File: config.mk
export PLATFORM = sky130hd
export DESIGN_NAME = power_mgmt_control_status
export DESIGN_NICKNAME = d
export VERILOG_FILES = /design/src/common/pm_csr_pkg.sv /design/src/core/pm_scale_table.sv /design/src/core/power_mgmt_control_status.sv
export SDC_FILE = /design/constraint.sdc
export NUM_CORES = 1
export LEC_CHECK = 0
export BUFFER_PORTS_ARGS = -buffer_cell sky130_fd_sc_hd__buf_2
export CAP_MARGIN = 5
export CELL_PAD_IN_SITES_DETAIL_PLACEMENT = 1
export CELL_PAD_IN_SITES_GLOBAL_PLACEMENT = 1
export CORE_MARGIN = 2
export CORE_UTILIZATION = 27
export DETAILED_ROUTE_END_ITERATION = 10
export PLACE_DENSITY_LB_ADDON = 0.1
export SLEW_MARGIN = 10
export SYNTH_ARGS = -nofsm -noshare
export SYNTH_HDL_FRONTEND = slang
export SYNTH_SLANG_ARGS = --single-unit
File: constraint.sdc
create_clock -name i_mclk -period 1.77 [get_ports i_mclk]
set_input_delay 0 -clock i_mclk [delete_from_list [all_inputs] [get_ports i_mclk]]
set_output_delay 0 -clock i_mclk [all_outputs]
set_load 0.1 [all_outputs]
File: src/common/pm_csr_pkg.sv
// constants for the power management control/status register block
// assumes a 32-bit axi4-lite register bus and a 125 mhz function clock
package pm_csr_pkg;

    // ****************************************************************
    // register map
    // ****************************************************************
    localparam logic [3:0]  PM_CSR_OFFSET   = 4'h4;   // control/status
    localparam logic [3:0]  PM_STRAP_OFFSET = 4'h8;   // capability view
    localparam int          ADDR_W          = 4;      // decoded addr bits

    // ****************************************************************
    // field positions
    // ****************************************************************
    localparam int WAKE_FLAG_BIT   = 15;
    localparam int SCALE_HI        = 14;
    localparam int SCALE_LO        = 13;
    localparam int SELECT_HI       = 12;
    localparam int SELECT_LO       = 9;
    localparam int WAKE_EN_BIT     = 8;
    localparam int LEVEL_HI        = 1;
    localparam int LEVEL_LO        = 0;

    // ****************************************************************
    // reset values
    // ****************************************************************
    localparam logic [3:0] SELECT_RESET = 4'h0;
    localparam logic [1:0] LEVEL_RESET  = 2'h0;
    localparam logic       WAKE_RESET   = 1'b0;

    // ****************************************************************
    // power levels
    // ****************************************************************
    localparam logic [1:0] LEVEL_D0   = 2'h0;
    localparam logic [1:0] LEVEL_D1   = 2'h1;
    localparam logic [1:0] LEVEL_D2   = 2'h2;
    localparam logic [1:0] LEVEL_D3H  = 2'h3;

    // axi responses
    localparam logic [1:0] RESP_OKAY   = 2'h0;
    localparam logic [1:0] RESP_SLVERR = 2'h2;

endpackage

File: src/core/pm_scale_table.sv
// scale lookup: registered scale factor per measurement select code
// assumes the select code comes from logic on the same clock
`timescale 1ns/100ps
module pm_scale_table
    import pm_csr_pkg::*;
#(
    parameter logic [31:0] SCALE_CODES = 32'h0000_0000 // 2 bits per code
)
(
    input  wire logic       i_mclk,
    input  wire logic       i_rst,
    input  wire logic [3:0] i_select,
    output logic      [1:0] o_scale
);

    // ****************************************************************
    // registered read of the constant table
    // ****************************************************************
    // codes 0..15, two bits each; unused codes default to zero
    always_ff @(posedge i_mclk or posedge i_rst)
    begin
        if (i_rst)
        begin
            o_scale <= 2'h0;
        end
        else
        begin
            o_scale <= SCALE_CODES[{i_select, 1'b0} +: 2];
        end
    end

endmodule

File: src/core/power_mgmt_control_status.sv
// power management control/status register with wake-event logic
// assumes an axi4-lite master, an async status-change source pin,
// and a slot reset pin that may or may not touch the wake context
//
// How it works
// - one 16-bit register holds all fields
// - sticky wake bits ignore power-on and d3cold
// - sticky bits clear only by write, vaux or non-capable bus reset
// - in d0 as in d1-d3, enable gates only the output
// - in d1-d3 no output without enable
// - wake context survives d3hot, and slot reset only when d3cold capable
// - without d3cold wake, bus reset clears context
// - flag sets on wake event regardless of enable
// - write one clears flag, zero keeps it
// - flag resets to zero unless d3cold capable
// - bits 14:13 read-only scale, follows select
// - bits 12:9 select, read/write, resets zero
// - bit 8 enable permits status-change drive
// - bits 1:0 power level, resets to d0
// - unsupported level write discarded, bus okay
//
// Register access over AXI4-Lite was chosen for this implementation.
`timescale 1ns/100ps
module power_mgmt_control_status
    import pm_csr_pkg::*;
#(
    parameter bit          D3COLD_WAKE = 1'b1,   // wake from d3cold
    parameter bit          D1_SUPPORT  = 1'b1,   // d1 implemented
    parameter bit          D2_SUPPORT  = 1'b0,   // d2 implemented
    parameter logic [31:0] SCALE_CODES = 32'h0000_0000
)
(
    input  wire logic        i_mclk,
    input  wire logic        i_rst,            // aux supply loss reset
    input  wire logic        i_card_slot_reset, // slot/bus reset, hi
    input  wire logic        i_wake_source,    // async wake event pin
    output logic             o_card_status_change_out,
    output logic       [1:0] o_current_power_level,
    output logic       [3:0] o_measure_select,
    // axi4-lite write address
    input  wire logic [31:0] i_s_axi_awaddr,
    input  wire logic        i_s_axi_awvalid,
    output logic             o_s_axi_awready,
    // axi4-lite write data
    input  wire logic [31:0] i_s_axi_wdata,
    input  wire logic  [3:0] i_s_axi_wstrb,
    input  wire logic        i_s_axi_wvalid,
    output logic             o_s_axi_wready,
    // axi4-lite write response
    output logic       [1:0] o_s_axi_bresp,
    output logic             o_s_axi_bvalid,
    input  wire logic        i_s_axi_bready,
    // axi4-lite read address
    input  wire logic [31:0] i_s_axi_araddr,
    input  wire logic        i_s_axi_arvalid,
    output logic             o_s_axi_arready,
    // axi4-lite read data
    output logic      [31:0] o_s_axi_rdata,
    output logic       [1:0] o_s_axi_rresp,
    output logic             o_s_axi_rvalid,
    input  wire logic        i_s_axi_rready
);

    // ****************************************************************
    // declarations
    // ****************************************************************
    logic        wake_sync1;        // first synchroniser stage
    logic        wake_sync2;        // second synchroniser stage
    logic        wake_prev;         // for rising-edge detection
    logic        wake_event;        // one-cycle event pulse
    logic        slot_sync1;        // slot reset synchroniser
    logic        slot_sync2;        // synchronised slot reset
    logic        wake_event_flag;   // sticky status
    logic        wake_event_enable; // sticky enable
    logic  [3:0] measure_select;    // measurement select field
    logic  [1:0] scale;             // registered scale factor
    logic  [1:0] current_power_level;
    logic        aw_held;           // write address captured
    logic        w_held;            // write data captured
    logic [ADDR_W-1:0] aw_addr;     // captured write address
    logic [31:0] w_data;            // captured write data
    logic  [3:0] w_strb;            // captured write strobes
    logic        wr_fire;           // write performed this cycle
    logic        wr_csr;            // write hits the csr
    logic        wr_lo;             // low byte lane written
    logic        wr_hi;             // high byte lane written
    logic        context_clear;     // wake flag/enable reset, non-capable only
    logic [15:0] csr_word;          // assembled csr read view
    logic        level_ok;          // requested level supported
    logic  [1:0] req_level;         // requested level

    // ****************************************************************
    // input synchronisers
    // ****************************************************************
    // wake pin and slot reset come from outside this clock domain
    always_ff @(posedge i_mclk or posedge i_rst)
    begin
        if (i_rst)
        begin
            wake_sync1 <= 1'b0;
            wake_sync2 <= 1'b0;
            wake_prev  <= 1'b0;
            slot_sync1 <= 1'b0;
            slot_sync2 <= 1'b0;
        end
        else
        begin
            wake_sync1 <= i_wake_source;
            wake_sync2 <= wake_sync1;
            wake_prev  <= wake_sync2;
            slot_sync1 <= i_card_slot_reset;
            slot_sync2 <= slot_sync1;
        end
    end

    // wake detection is a rising edge of the synchronised source
    assign wake_event = wake_sync2 & ~wake_prev;

    // non-capable functions lose all wake context on a bus reset
    assign context_clear = slot_sync2 & ~D3COLD_WAKE;

    // ****************************************************************
    // axi4-lite write channel
    // ****************************************************************
    // address and data are caught independently, in either order
    assign o_s_axi_awready = ~aw_held & ~o_s_axi_bvalid;
    assign o_s_axi_wready  = ~w_held & ~o_s_axi_bvalid;
    assign wr_fire         = aw_held & w_held & ~o_s_axi_bvalid;
    assign wr_csr          = wr_fire & (aw_addr == PM_CSR_OFFSET);
    assign wr_lo           = wr_csr & w_strb[0];
    assign wr_hi           = wr_csr & w_strb[1];

    // capture address and data halves of a write
    always_ff @(posedge i_mclk or posedge i_rst)
    begin
        if (i_rst)
        begin
            aw_held <= 1'b0;
            w_held  <= 1'b0;
            aw_addr <= '0;
            w_data  <= 32'h0000_0000;
            w_strb  <= 4'h0;
        end
        else
        begin
            if (i_s_axi_awvalid && o_s_axi_awready)
            begin
                aw_held <= 1'b1;
                aw_addr <= i_s_axi_awaddr[ADDR_W-1:0];
            end
            else if (wr_fire)
            begin
                aw_held <= 1'b0;
            end
            if (i_s_axi_wvalid && o_s_axi_wready)
            begin
                w_held <= 1'b1;
                w_data <= i_s_axi_wdata;
                w_strb <= i_s_axi_wstrb;
            end
            else if (wr_fire)
            begin
                w_held <= 1'b0;
            end
        end
    end

    // write response: okay for mapped words, slverr otherwise
    always_ff @(posedge i_mclk or posedge i_rst)
    begin
        if (i_rst)
        begin
            o_s_axi_bvalid <= 1'b0;
            o_s_axi_bresp  <= RESP_OKAY;
        end
        else if (wr_fire)
        begin
            o_s_axi_bvalid <= 1'b1;
            // discarded level writes still answer okay
            o_s_axi_bresp  <= (aw_addr == PM_CSR_OFFSET ||
                               aw_addr == PM_STRAP_OFFSET)
                              ? RESP_OKAY : RESP_SLVERR;
        end
        else if (i_s_axi_bready)
        begin
            o_s_axi_bvalid <= 1'b0;
        end
    end

    // ****************************************************************
    // wake-event flag and enable
    // ****************************************************************
    // i_rst stands for loss of every supply including aux, so it
    // clears both; slot reset only clears non-capable functions
    always_ff @(posedge i_mclk or posedge i_rst)
    begin
        if (i_rst)
        begin
            wake_event_flag <= WAKE_RESET;
        end
        else if (context_clear)
        begin
            wake_event_flag <= 1'b0;
        end
        else if (wake_event)
        begin
            // event wins over a clearing write
            wake_event_flag <= 1'b1;
        end
        else if (wr_hi && w_data[WAKE_FLAG_BIT])
        begin
            // write one clears, zero leaves it
            wake_event_flag <= 1'b0;
        end
    end

    // enable is a plain read/write bit, sticky like the flag
    always_ff @(posedge i_mclk or posedge i_rst)
    begin
        if (i_rst)
        begin
            wake_event_enable <= WAKE_RESET;
        end
        else if (context_clear)
        begin
            wake_event_enable <= 1'b0;
        end
        else if (wr_hi)
        begin
            wake_event_enable <= w_data[WAKE_EN_BIT];
        end
    end

    // ****************************************************************
    // status-change output
    // ****************************************************************
    // drive only while flag and enable are both set; in d0 the
    // enable adds nothing else, in d1-d3 nothing without it
    always_ff @(posedge i_mclk or posedge i_rst)
    begin
        if (i_rst)
        begin
            o_card_status_change_out <= 1'b0;
        end
        else
        begin
            o_card_status_change_out <= wake_event_flag &
                                        wake_event_enable &
                                        ~(wr_hi && w_data[WAKE_FLAG_BIT]);
        end
    end

    // ****************************************************************
    // measurement select and scale
    // ****************************************************************
    // select is ordinary context, reset by either reset
    always_ff @(posedge i_mclk or posedge i_rst)
    begin
        if (i_rst)
        begin
            measure_select <= SELECT_RESET;
        end
        else if (slot_sync2)
        begin
            measure_select <= SELECT_RESET;
        end
        else if (wr_hi || wr_lo)
        begin
            // select sits in the high byte lane; still needs both strobes
            if (w_strb[0] && w_strb[1])
            begin
                measure_select <= w_data[SELECT_HI:SELECT_LO];
            end
        end
    end

    // scale follows the select one cycle later
    pm_scale_table #(
        .SCALE_CODES (SCALE_CODES)
    ) u_scale (
        .i_mclk   (i_mclk),
        .i_rst    (i_rst),
        .i_select (measure_select),
        .o_scale  (scale)
    );

    // ****************************************************************
    // power level
    // ****************************************************************
    assign req_level = w_data[LEVEL_HI:LEVEL_LO];

    // optional levels d1 and d2 only when implemented
    always_comb
    begin
        unique case (req_level)
            LEVEL_D1 : level_ok = D1_SUPPORT;
            LEVEL_D2 : level_ok = D2_SUPPORT;
            default  : level_ok = 1'b1;
        endcase
    end

    // level register; unsupported requests are dropped
    always_ff @(posedge i_mclk or posedge i_rst)
    begin
        if (i_rst)
        begin
            current_power_level <= LEVEL_RESET;
        end
        else if (slot_sync2)
        begin
            current_power_level <= LEVEL_RESET;
        end
        else if (wr_lo && level_ok)
        begin
            current_power_level <= req_level;
        end
    end

    assign o_current_power_level = current_power_level;
    assign o_measure_select      = measure_select;

    // ****************************************************************
    // axi4-lite read channel
    // ****************************************************************
    // 16-bit csr view, reserved bits zero
    always_comb
    begin
        csr_word                          = 16'h0000;
        csr_word[WAKE_FLAG_BIT]           = wake_event_flag;
        csr_word[SCALE_HI:SCALE_LO]       = scale;
        csr_word[SELECT_HI:SELECT_LO]     = measure_select;
        csr_word[WAKE_EN_BIT]             = wake_event_enable;
        csr_word[LEVEL_HI:LEVEL_LO]       = current_power_level;
    end

    assign o_s_axi_arready = ~o_s_axi_rvalid;

    // one read at a time; answer registered one cycle after address
    always_ff @(posedge i_mclk or posedge i_rst)
    begin
        if (i_rst)
        begin
            o_s_axi_rvalid <= 1'b0;
            o_s_axi_rdata  <= 32'h0000_0000;
            o_s_axi_rresp  <= RESP_OKAY;
        end
        else if (i_s_axi_arvalid && o_s_axi_arready)
        begin
            o_s_axi_rvalid <= 1'b1;
            o_s_axi_rresp  <= RESP_OKAY;
            if (i_s_axi_araddr[ADDR_W-1:0] == PM_CSR_OFFSET)
            begin
                o_s_axi_rdata <= {16'h0000, csr_word};
            end
            else if (i_s_axi_araddr[ADDR_W-1:0] == PM_STRAP_OFFSET)
            begin
                // capability view: d3cold wake, d2, d1
                o_s_axi_rdata <= {29'h0000_0000, D3COLD_WAKE,
                                  D2_SUPPORT, D1_SUPPORT};
            end
            else
            begin
                o_s_axi_rdata <= 32'h0000_0000;
                o_s_axi_rresp <= RESP_SLVERR;
            end
        end
        else if (i_s_axi_rready)
        begin
            o_s_axi_rvalid <= 1'b0;
        end
    end

endmodule

### After elaboration in Yosys (flattened, before gate mapping)

Index checks and enable logic that the tools add are counted.

| storage, ports and cells | value |
|---|---|
| register bits after elaboration | 78 |
| logic and storage cells | 80 |

| cells by class | value |
|---|---|
| equal/unequal tests | 5 |
| shifts and indexed selects | 1 |
| mux-type cells | 20 |
| bitwise gates (word level) | 16 |
| reductions and logical operators | 17 |

Operators with widths:

| kind | count |
|---|---|
| indexed part select 32 x 6 -> 2 bit, first input constant | 1 |
| 2-to-1 mux 16 bit | 1 |
| nonzero test 2 bit | 8 |
| 2-to-1 mux 4 bit | 3 |
| AND 1 bit | 10 |
| 2-to-1 mux 1 bit | 10 |
| 2-to-1 mux 2 bit | 5 |
| equality test 4 x 3 -> 1 bit, second input constant | 2 |
| equality test 4 bit, second input constant | 2 |
| logical AND 1 bit | 6 |
| NOT 1 bit | 6 |
| 2-to-1 mux 3 bit | 1 |
| equality test 2 bit, second input constant | 1 |
| logical OR 1 bit | 2 |
| AND reduction 2 bit | 1 |

### Logic depth before layout (Yosys ltp)

Gate-level depths: netlist of run 1.

| logic depth | value |
|---|---|
| depth in word-level cells | 7 |
| mapped depth | 4 |

### By module

From an unflattened synthesis of run 1, not the netlist that was laid out.

| second synthesis, totals | value |
|---|---|
| cell total of the unflattened synthesis | 158 |
| area total of the unflattened synthesis | 1994.4 um^2 |

Modules (own cells, without submodules):

| module | times used | cells each | area an instance (um^2) | sequential area each (um^2) |
|---|---|---|---|---|
| power_mgmt_control_status | 1 | 155 | 1975.6 | 1126.1 |
| pm_scale_table | 1 | 3 | 18.8 | 0.0 |

### Worst setup path before layout of run 1

No wires, ideal clock.

| timing path | value |
|---|---|
| path kind | register to register |
| start | reg o_s_axi_bvalid |
| end | reg w_data[0] |
| arrival time | 3001 ps |
| data required time | 1642 ps |
| slack | -1358 ps |
| cell stages (with the launch flop) | 5 |
| path buffers | 1 |
| clock period less this slack | 3128 ps |
| path through | dfrtp_1 -> nor2_1 -> and2_1 -> buf_4 -> mux2_1 |

| between the ends | value |
|---|---|
| word-level cells in the longest chain between the ends | 3 |

RTL lines:

| item | line | source |
|---|---|---|
| start, declared | power_mgmt_control_status.sv:51 | `output logic o_s_axi_bvalid,` |
| start signal, assigned | power_mgmt_control_status.sv:173 | `o_s_axi_bvalid <= 1'b0;` |
| start signal, assigned | power_mgmt_control_status.sv:178 | `o_s_axi_bvalid <= 1'b1;` |
| start signal, assigned | power_mgmt_control_status.sv:186 | `o_s_axi_bvalid <= 1'b0;` |
| NOT 1 bit | power_mgmt_control_status.sv:127 | `assign o_s_axi_wready = ~w_held & ~o_s_axi_bvalid;` |
| AND 1 bit | power_mgmt_control_status.sv:127 |  |
| net o_s_axi_wready | power_mgmt_control_status.sv:48 | `output logic o_s_axi_wready,` |
| logical AND 1 bit | power_mgmt_control_status.sv:155 | `if (i_s_axi_wvalid && o_s_axi_wready)` |
| end signal, assigned | power_mgmt_control_status.sv:158 | `w_data <= i_s_axi_wdata;` |
| end, declared | power_mgmt_control_status.sv:81 | `logic [31:0] w_data;` |

The timed path passes the listed nets, and every way through them passes these cells.
A chain may end at the register's enable or synchronous reset.

### Worst setup path in the final report of run 1

| timing path | value |
|---|---|
| start | reg aw_addr[0] |
| end | reg measure_select[2] (netlist: o_measure_select[2]) |

| between the ends | value |
|---|---|
| word-level cells in the longest chain between the ends | 6 |
| elaborated cells between the ends (all ways) | 7 |
| those cells by class | eq/ne: 1; bitwise: 3; reduce/logical: 3 |

RTL lines:

| item | line | source |
|---|---|---|
| start, declared | power_mgmt_control_status.sv:80 | `logic [ADDR_W-1:0] aw_addr;` |
| start signal, assigned | power_mgmt_control_status.sv:149 | `aw_addr <= i_s_axi_awaddr[ADDR_W-1:0];` |
| equality test 4 x 3 -> 1 bit * | power_mgmt_control_status.sv:129 | `assign wr_csr = wr_fire & (aw_addr == PM_CSR_OFFSET);` |
| AND 1 bit * | power_mgmt_control_status.sv:129 |  |
| AND 1 bit (on tied branches) | power_mgmt_control_status.sv:131, power_mgmt_control_status.sv:130 |  |
| logical OR 1 bit * | power_mgmt_control_status.sv:267 | `else if (wr_hi \|\| wr_lo)` |
| nonzero test 2 bit (no source line) * | n/a |  |
| AND reduction 2 bit (no source line) * | n/a |  |
| end signal, assigned | power_mgmt_control_status.sv:272 | `measure_select <= w_data[SELECT_HI:SELECT_LO];` |
| end, declared | power_mgmt_control_status.sv:75 | `logic [3:0] measure_select;` |

Mark *: on every way between the ends. The rest lies on a longest branch, timed or not.

==> results of run 1 <==
synth_stat cells, types with 2 or more instances:
cell and count:
nor2_1 4, nand2_1 3, a21oi_1 3, a22o_1 9, mux2i_1 4, nor2b_1 2
nor3_1 3, nand2b_1 10, nand4_1 2, dfrtp_1 43, mux2_1 15, buf_4 26
inv_1 5, o21ai_1 4
critical path, cell delays in order, from the launching register on:
cell and delay [ps]:
dfrtp_1 420, nor4b_2 460, and4_1 410, mux2i_1 220
per-layer routing:
metal / wire, um / GRT usage, % / up-vias
met3: 273 / 3.26 / 6
met4: 69 / 4.55 / 0
met2: 2030 / 19.9 / 54
li1: - / - / 628
met1: 1820 / 13.0 / 638
met5: 0 / 0 / -
final cells by class:
type / count / area, um2
multi-input combinational: 100 / 716
tap: 96 / 120
sequential: 43 / 1080
clock buffer: 6 / 82.6
clock inverter: 2 / 35.0
inverter: 5 / 22.5
fill: 790 / 4290
timing repair buffer: 73 / 480
state kept, by name, summed over array words and instances, names as in the netlist:
register and flops:
w_held 1, w_data 8, w_strb 2, wake_sync2 1, o_measure_select 4, o_s_axi_rvalid 1
wake_event_enable 1, wake_prev 1, o_card_status_change_out 1, o_s_axi_rdata 9, o_s_axi_bvalid 1, o_current_power_level 2
slot_sync2 1, o_s_axi_bresp 1, aw_addr 4, wake_event_flag 1, aw_held 1, slot_sync1 1
wake_sync1 1, o_s_axi_rresp 1
how the worst min path moves through the flow:
stage / start / endpoint / slack, ps / cells after the start
2_1_floorplan: i_card_slot_reset / slot_sync1 / 30 / 0
3_3_place_gp: i_wake_source / wake_sync1 / 110 / 1
3_5_place_dp: i_card_slot_reset / slot_sync1 / 110 / 1
4_1_cts: i_s_axi_araddr[2] / o_s_axi_rdata[2] / 60 / 3
5_1_grt: i_s_axi_araddr[2] / o_s_axi_rdata[2] / 80 / 3
6_report: i_s_axi_araddr[2] / o_s_axi_rdata[2] / 80 / 3
power by group:
group	internal (mW)	total, mW	switching (mW)
Combinational	0.368	1.45	1.08
Sequential	1.24	1.45	0.211
Clock	0.457	0.783	0.327
Total	2.06	3.68	1.62
stage by stage:
step	TNS [ps]	cells	hold slack, ps	worst slack (ps)
floorplan	-2490	177	31.4	-245
global placement	0	295	109	225
detailed placement	0	295	110	186
CTS	0	325	61.9	157
global route	0	325	78.4	53.1
finish	0	325	76.0	188
logic make-up (layout without fill, tap and decap cells):
| logic type | count (synthesis) | count (layout) | share of synthesized area, % |
|---|---|---|---|
| muxes | 19 | 19 | 10.9 |
| and+or+nand+nor | 34 | 34 | 12.3 |
| xor gates and xnor gates | 1 | 1 | 0.455 |
| AOI/OAI and AO/OA | 21 | 21 | 8.19 |
| DFF | 43 | 43 | 55.9 |
| other | 1 | 25 | 0.195 |
| buffers and inverters | 34 | 86 | 12.1 |
==> results_dict.tcl, run 1 <==
set metrics [dict create \
    status "completed" \
    clk_pin_slew_ps 80 \
    fin_crit_sh_pct 89.4 \
    placed_cell_area_um2 2200 \
    io_buffers 49 \
    synth_area_um2 1920 \
    wire_per_inst_um 12.9 \
    cts_setup_buffers 0 \
    relSlewSlack_pct 63.3 \
    final.min_clock_period_ps 1580 \
    die_area_um2 7820 \
    critPathKind "flop to flop" \
    p_leak_nw 1.22 \
    drt-initial-drc-count 36 \
    route.detailed.drc 0 \
    reg2reg_depth 3 \
    cts_tree "done" \
    vias_per_cell 4.08 \
    hold_class "input pin to flop" \
    ys_seq_area_share_pct 55.9 \
    cp-end-kind "flop" \
    crit_path_start "aw_addr[0]" \
    fmax_mhz 632 \
    path_max_fanout 4 \
    synth_area_leaders "dfrtp_1, buf_4, mux2_1" \
    ctsResizeCount 0 \
    synth_top_area_share_pct 55.9 \
    ir_worst_vdd_mv 1.22 \
    final_common_cell "buf_2" \
    clock_sinks 43 \
    cts_buffers 5 \
    die_w_um 88.4 \
    clock_latency_ps 300 \
    drive_above_1_share_pct 30.6 \
    ys_types 34 \
    ys_ff_latch 43 \
    required_ps 1990 \
    cellPowerDensity_nw_per_um2 1450 \
    r2r_start "aw_addr[0]" \
    hold_violations 0 \
    grt_start_max_net_pins 44 \
    rr_endpoint "o_measure_select[2]" \
    die_height_um 88.4 \
    nNetsFinal 337 \
    syn_avg_cell_area_um2 12.6 \
    setup_viol 0 \
    cts_root_buf "clkbuf_8" \
    worstPathArrival_ps 1800 \
    grt_pass1_wl_um 6670 \
    first_pass_iters 3 \
    ant_nets 0 \
    antenna_found_initial 0 \
    worst_pin_slew_ps 550 \
    core_um2 6830 \
    layout_common_cells "buf_2, dfrtp_1, conb_1" \
    final_util_pct 37.1 \
    grt_pass1_vias 1423 \
    maxCapViolations 0 \
    async_reset_ff_share_pct 100 \
    cts-hold-fix-buffers 22 \
    synth_edf_count 0 \
    rsz0062_at_grt "no" \
    cp-start-kind "flop" \
    regToRegSetupSlack_ps 190 \
    initial_core_util_pct 28.2 \
    boundaryPins 157 \
    clockBufferDepth 2 \
    final_cell_area_um2 2540 \
    hpwl_um 3090 \
    synth_top_area_cell "dfrtp_1" \
    drt-total-wl_um 4190 \
    ys.flop_type "dfrtp_1" \
    synthCells 153 \
    finClkSkew_ps 9.73 \
    maxSlewViolCount 0 \
    endpoint "o_measure_select[2]" \
    grtUsageTotal_pct 11.3 \
    num_rows 30 \
    num_vias 1326 \
    p_total_mw 3.68 \
    htreeDepth 2 \
    yosysWarnings 0 \
    synthToLayoutAreaGrowth_pct 31.9 \
    grt-ovfl-total 0 \
    gp_congestion 0.779 \
    num_antenna_cells 0 \
]
Note: power is estimated with default switching activity, not from simulation.
==> run 2: changes to the inputs <==
- CORE_ASPECT_RATIO: unset -> 1.2
==> run 2 against run 1 <==
Wire length shrank 3.8%. Critical path depth is the same. Fmax grew 0.50%. Highest routed layer unchanged. Register-to-register slack hardly changed. Global-route usage is 0.20 points higher. Worst setup slack gained 7.9 ps. Utilization up 0.28 points. Cell count decreased by 2.5%. Critical path type unchanged. Worst hold slack better by 2.3 ps.
==> results_dict.tcl, run 2 (synthesis results as in run 1) <==
set metrics [dict create \
    final.min_clock_period_ps 1570 \
    fin_cells 317 \
    status "completed" \
    final_cell_area_um2 2560 \
    maxCapViolations 0 \
    grt_pass1_vias 1328 \
    cts_setup_buffers 0 \
    place_inst 287 \
    antenna_found_initial 0 \
    vias_per_cell 4.21 \
    grtUsageTotal_pct 11.5 \
    finClkSkew_ps 7.42 \
    cts_root_buf "clkbuf_8" \
    rsz0062_at_grt "no" \
    fin_crit_sh_pct 88.9 \
    die_height_um 96.5 \
    holdWs_ps 78.3 \
    core_um2 6850 \
    grt-ovfl-total 0 \
    grt_start_max_net_pins 28 \
    num_rows 33 \
    r2r_start "aw_addr[0]" \
    num_antenna_cells 0 \
    required_ps 1980 \
    grt_pass1_wl_um 6680 \
    fmax_mhz 635 \
    initial_core_util_pct 28.1 \
    fin_setup_tns_ps 0 \
    setup_slack_ps 196 \
    regMostFlops "o_s_axi_rdata" \
    ant_nets 0 \
    drt-initial-drc-count 34 \
    clock_latency_ps 290 \
    largest_reg_flops 9 \
    met1_usage_pct 14.1 \
    top_regs "o_s_axi_rdata: 9 flops, w_data: 8 flops" \
    worst_pin_slew_ps 675 \
    final_util_pct 37.4 \
    pre_cts_ws_ps 163 \
    rr_endpoint "o_measure_select[1]" \
    placed_cell_area_um2 2210 \
    hpwl_um 3080 \
    clockBufferDepth 2 \
    regToRegSetupSlack_ps 200 \
    drt-total-wl_um 4030 \
    hold_class "input pin to flop" \
    top_usage_layer "met2" \
    cellPowerDensity_nw_per_um2 1480 \
    path_max_fanout 4 \
    met2_usage_pct 19.1 \
    maxSlewViolCount 0 \
    layout_common_cells "buf_2, dfrtp_1, conb_1" \
    gp_congestion 0.697 \
    io_buffers 49 \
    cp-end-kind "flop" \
    reg2reg_depth 3 \
    worstPathArrival_ps 1790 \
    wire_per_inst_um 12.7 \
    min_to "o_s_axi_rdata[0]" \
    ir_worst_vdd_mv 1.45 \
    p_leak_nw 1.23 \
    met3_usage_pct 2.79 \
    synthToLayoutAreaGrowth_pct 33.3 \
    cts_tree "done" \
    fillers 787 \
    boundaryPins 157 \
    nNetsFinal 338 \
    num_vias 1334 \
    cp-start-kind "flop" \
    clock_sinks 43 \
    final_common_cell "buf_2" \
    htreeDepth 2 \
    hp-start "i_s_axi_araddr[2]" \
    first_pass_iters 4 \
    die_area_um2 7820 \
    drive_above_1_share_pct 30.4 \
    holdPathStages 4 \
    setup_viol 0 \
    critPathKind "flop to flop" \
    die_w_um 81.1 \
    cts_buffers 5 \
    clk_pin_slew_ps 80 \
    hold_violations 0 \
    route.detailed.drc 0 \
    p_total_mw 3.79 \
    relSlewSlack_pct 54.7 \
    ctsResizeCount 0 \
]
-- run 2: cell types whose count changed in the layout (fill, tap and decap cells not counted), sizes merged --
cell / before / now
clkinvlp: 1 / 2
buf: 51 / 52
inv: 4 / 3
bufinv: 1 / 2
clkbuf: 6 / 5
-- run 2: layout make-up --
class | instances | area [um2] | area share [%]
timing repair buffer | 74 | 500 | 19.5
multi-input combinational | 100 | 716 | 27.9
clock buffer | 5 | 68.8 | 2.68
clock inverter | 3 | 67.6 | 2.63
tap | 87 | 109 | 4.24
inverter | 5 | 22.5 | 0.878
sequential | 43 | 1080 | 42.1
-- run 2: worst max-delay path: stages (launching register included) --
cell,delay (ps)
dfrtp_1,420
nor4b_2,430
and4_1,410
mux2i_1,230
-- run 2: what timing repair did --
| item | 4_1_cts | 5_1_grt |
|---|---|---|
| hold buffers | 22 | 0 |
| hold endpoints to repair | 36 | 0 |
| setup endpoints to repair | 0 | 0 |
-- run 2: how the worst max path moves through the flow --
stage	cells after the start	start	end	slack, ps
2_1_floorplan	4	o_s_axi_bvalid	w_data[0]	-250
3_3_place_gp	3	aw_addr[0]	o_measure_select[1]	210
3_5_place_dp	3	aw_addr[0]	o_measure_select[1]	160
4_1_cts	3	aw_addr[0]	o_measure_select[1]	140
5_1_grt	3	aw_addr[0]	o_measure_select[3]	40
6_report	3	aw_addr[0]	o_measure_select[1]	200
-- run 2: metal layers --
metal  up-vias  wire, um
met1       639      1690
met2        61      1950
met4         0        76
li1        628         -
met3         6       316
met5         -         0
-- run 2: power by group --
part / total, mW / leakage [nW] / switching [mW] / internal, mW
logic: 1.45 / 0.631 / 1.07 / 0.383
clock network: 0.898 / 0.0644 / 0.336 / 0.562
registers: 1.45 / 0.536 / 0.209 / 1.24
==> run 3: changes to the inputs <==
- CORE_MARGIN: 2 -> unset
- MAX_ROUTING_LAYER: unset -> met4
==> run 3 against run 2 <==
First-iteration DRC count fell by 65%. Largest cell class unchanged. Register-to-register slack got worse by 40 ps. Fmax is 2.7% lower. Critical path type unchanged.
==> results_dict.tcl, run 3 (synthesis results as in run 1) <==
set metrics [dict create \
    status "completed" \
    setup_slack_ps 152 \
    hpwl_um 2970 \
    clock_sinks 43 \
    placed_cell_area_um2 2210 \
    fillers 802 \
    cts_root_buf "clkbuf_8" \
    setup_viol 0 \
    num_rows 33 \
    nNetsFinal 338 \
    p_leak_nw 1.21 \
    grt_pass1_vias 1409 \
    required_ps 1980 \
    final_util_pct 36.7 \
    htreeDepth 2 \
    cp-end-kind "flop" \
    fin_setup_tns_ps 0 \
    power.switching_mw 1.61 \
    cts_buffers 5 \
    num_antenna_cells 0 \
    hold_violations 0 \
    maxCapViolations 0 \
    core_um2 6850 \
    wl_met1_um 1720 \
    layout_common_cells "buf_2, dfrtp_1, conb_1" \
    die_area_um2 7470 \
    cts_tree "done" \
    final.min_clock_period_ps 1620 \
    cp-start-kind "flop" \
    gp_congestion 0.821 \
    p_int_mw 1.89 \
    hold_class "input pin to flop" \
    finClkSkew_ps 6.07 \
    grt-ovfl-total 0 \
    regMostFlops "o_s_axi_rdata" \
    grtUsageTotal_pct 12.1 \
    clk_pin_slew_ps 80 \
    synthToLayoutAreaGrowth_pct 30.6 \
    ctsResizeCount 0 \
    clock_latency_ps 290 \
    final_cell_area_um2 2510 \
    die_height_um 94.5 \
    io_buffers 49 \
    final_common_cell "buf_2" \
    pre_cts_ws_ps 136 \
    grt_start_max_net_pins 27 \
    pwr-share-seq_pct 41.4 \
    holdWs_ps 91.5 \
    route.detailed.drc 0 \
    worst_pin_slew_ps 702 \
    drt-total-wl_um 4010 \
    vias_per_cell 4.31 \
    drive_above_1_share_pct 30.4 \
    num_vias 1367 \
    largest_reg_flops 9 \
    grt_pass1_wl_um 6760 \
    path_max_fanout 4 \
    rsz0062_at_grt "no" \
    cellPowerDensity_nw_per_um2 1390 \
    ant_nets 0 \
    relSlewSlack_pct 52.9 \
    critPathKind "flop to flop" \
    initial_core_util_pct 28.1 \
    fin_crit_sh_pct 91.4 \
    wire_per_inst_um 12.6 \
    antenna_found_initial 0 \
    top_regs "o_s_axi_rdata: 9 flops, w_data: 8 flops" \
    cts_setup_buffers 0 \
    drt-initial-drc-count 12 \
    p_comb_share_pct 41.6 \
    die_w_um 79.1 \
    wl_met2_um 1950 \
    clockBufferDepth 2 \
    worstPathArrival_ps 1830 \
    boundaryPins 157 \
    regToRegSetupSlack_ps 150 \
    fmax_mhz 618 \
    switching_share_pct 45.9 \
    highest_layer "met4" \
    first_pass_iters 4 \
    maxSlewViolCount 0 \
    ir_worst_vdd_mv 1.28 \
    met3_wirelength_um 272 \
    pwr-share-clk_pct 17.0 \
]
run 3: cell count changes in the layout (fill, tap and decap cells not counted), sizes merged:
cell      previous run  this run
bufinv               2         0
clkinv               1         4
clkinvlp             2         1
run 3: cell type report:
class	count	area, um2	area share (%)
clock inverter	3	15.0	0.598
timing repair buffer	74	500	19.9
sequential	43	1080	43.0
inverter	5	22.5	0.896
tap	87	109	4.33
clock buffer	5	68.8	2.74
multi-input combinational	100	716	28.5
run 3: metrics by stage:
stage               cells  total power, mW
finish                317             3.50
global route          317             3.70
CTS                   317             3.55
detailed placement    287             2.90
global placement      287             2.87
floorplan             177             2.68
run 3: worst paths after layout:
check | startpoint | to | cells past startpoint
max | aw_addr[0] | o_measure_select[3] | 3
min | i_s_axi_araddr[2] | o_s_axi_rdata[2] | 3
max reg2reg | aw_addr[0] | o_measure_select[3] | 3
min reg2reg | wake_sync1 | wake_sync2 | 0
max in group asynchronous | i_rst | o_s_axi_rvalid | 4
min in group asynchronous | i_rst | o_card_status_change_out | 3
run 3: what timing repair did:
action                                  in CTS  in global routing
endpoints found under the setup margin       0                  0
hold endpoints to repair                    37                  0
hold buffers                                22                  0
run 3: power by group through the flow:
stage	Combinational [mW]	Sequential [mW]	Clock, mW
2_1_floorplan	0.941	1.74	0
3_3_place_gp	1.41	1.46	0
3_5_place_dp	1.43	1.47	0
4_1_cts	1.47	1.45	0.621
5_1_grt	1.54	1.49	0.665
6_report	1.46	1.45	0.596
run 3: critical path, cell delays in order, from the launching register on:
cell     delay, ps
dfrtp_1        420
nor4b_2        460
and4_1         420
mux2i_1        250
run 3: layer usage:
layer  vias to the layer above  global-route usage (%)
li1                        631                       -
met1                       666                    14.4
met2                        65                    20.3
met3                         5                    2.61
met4                         0                    4.09
met5                         -                       -
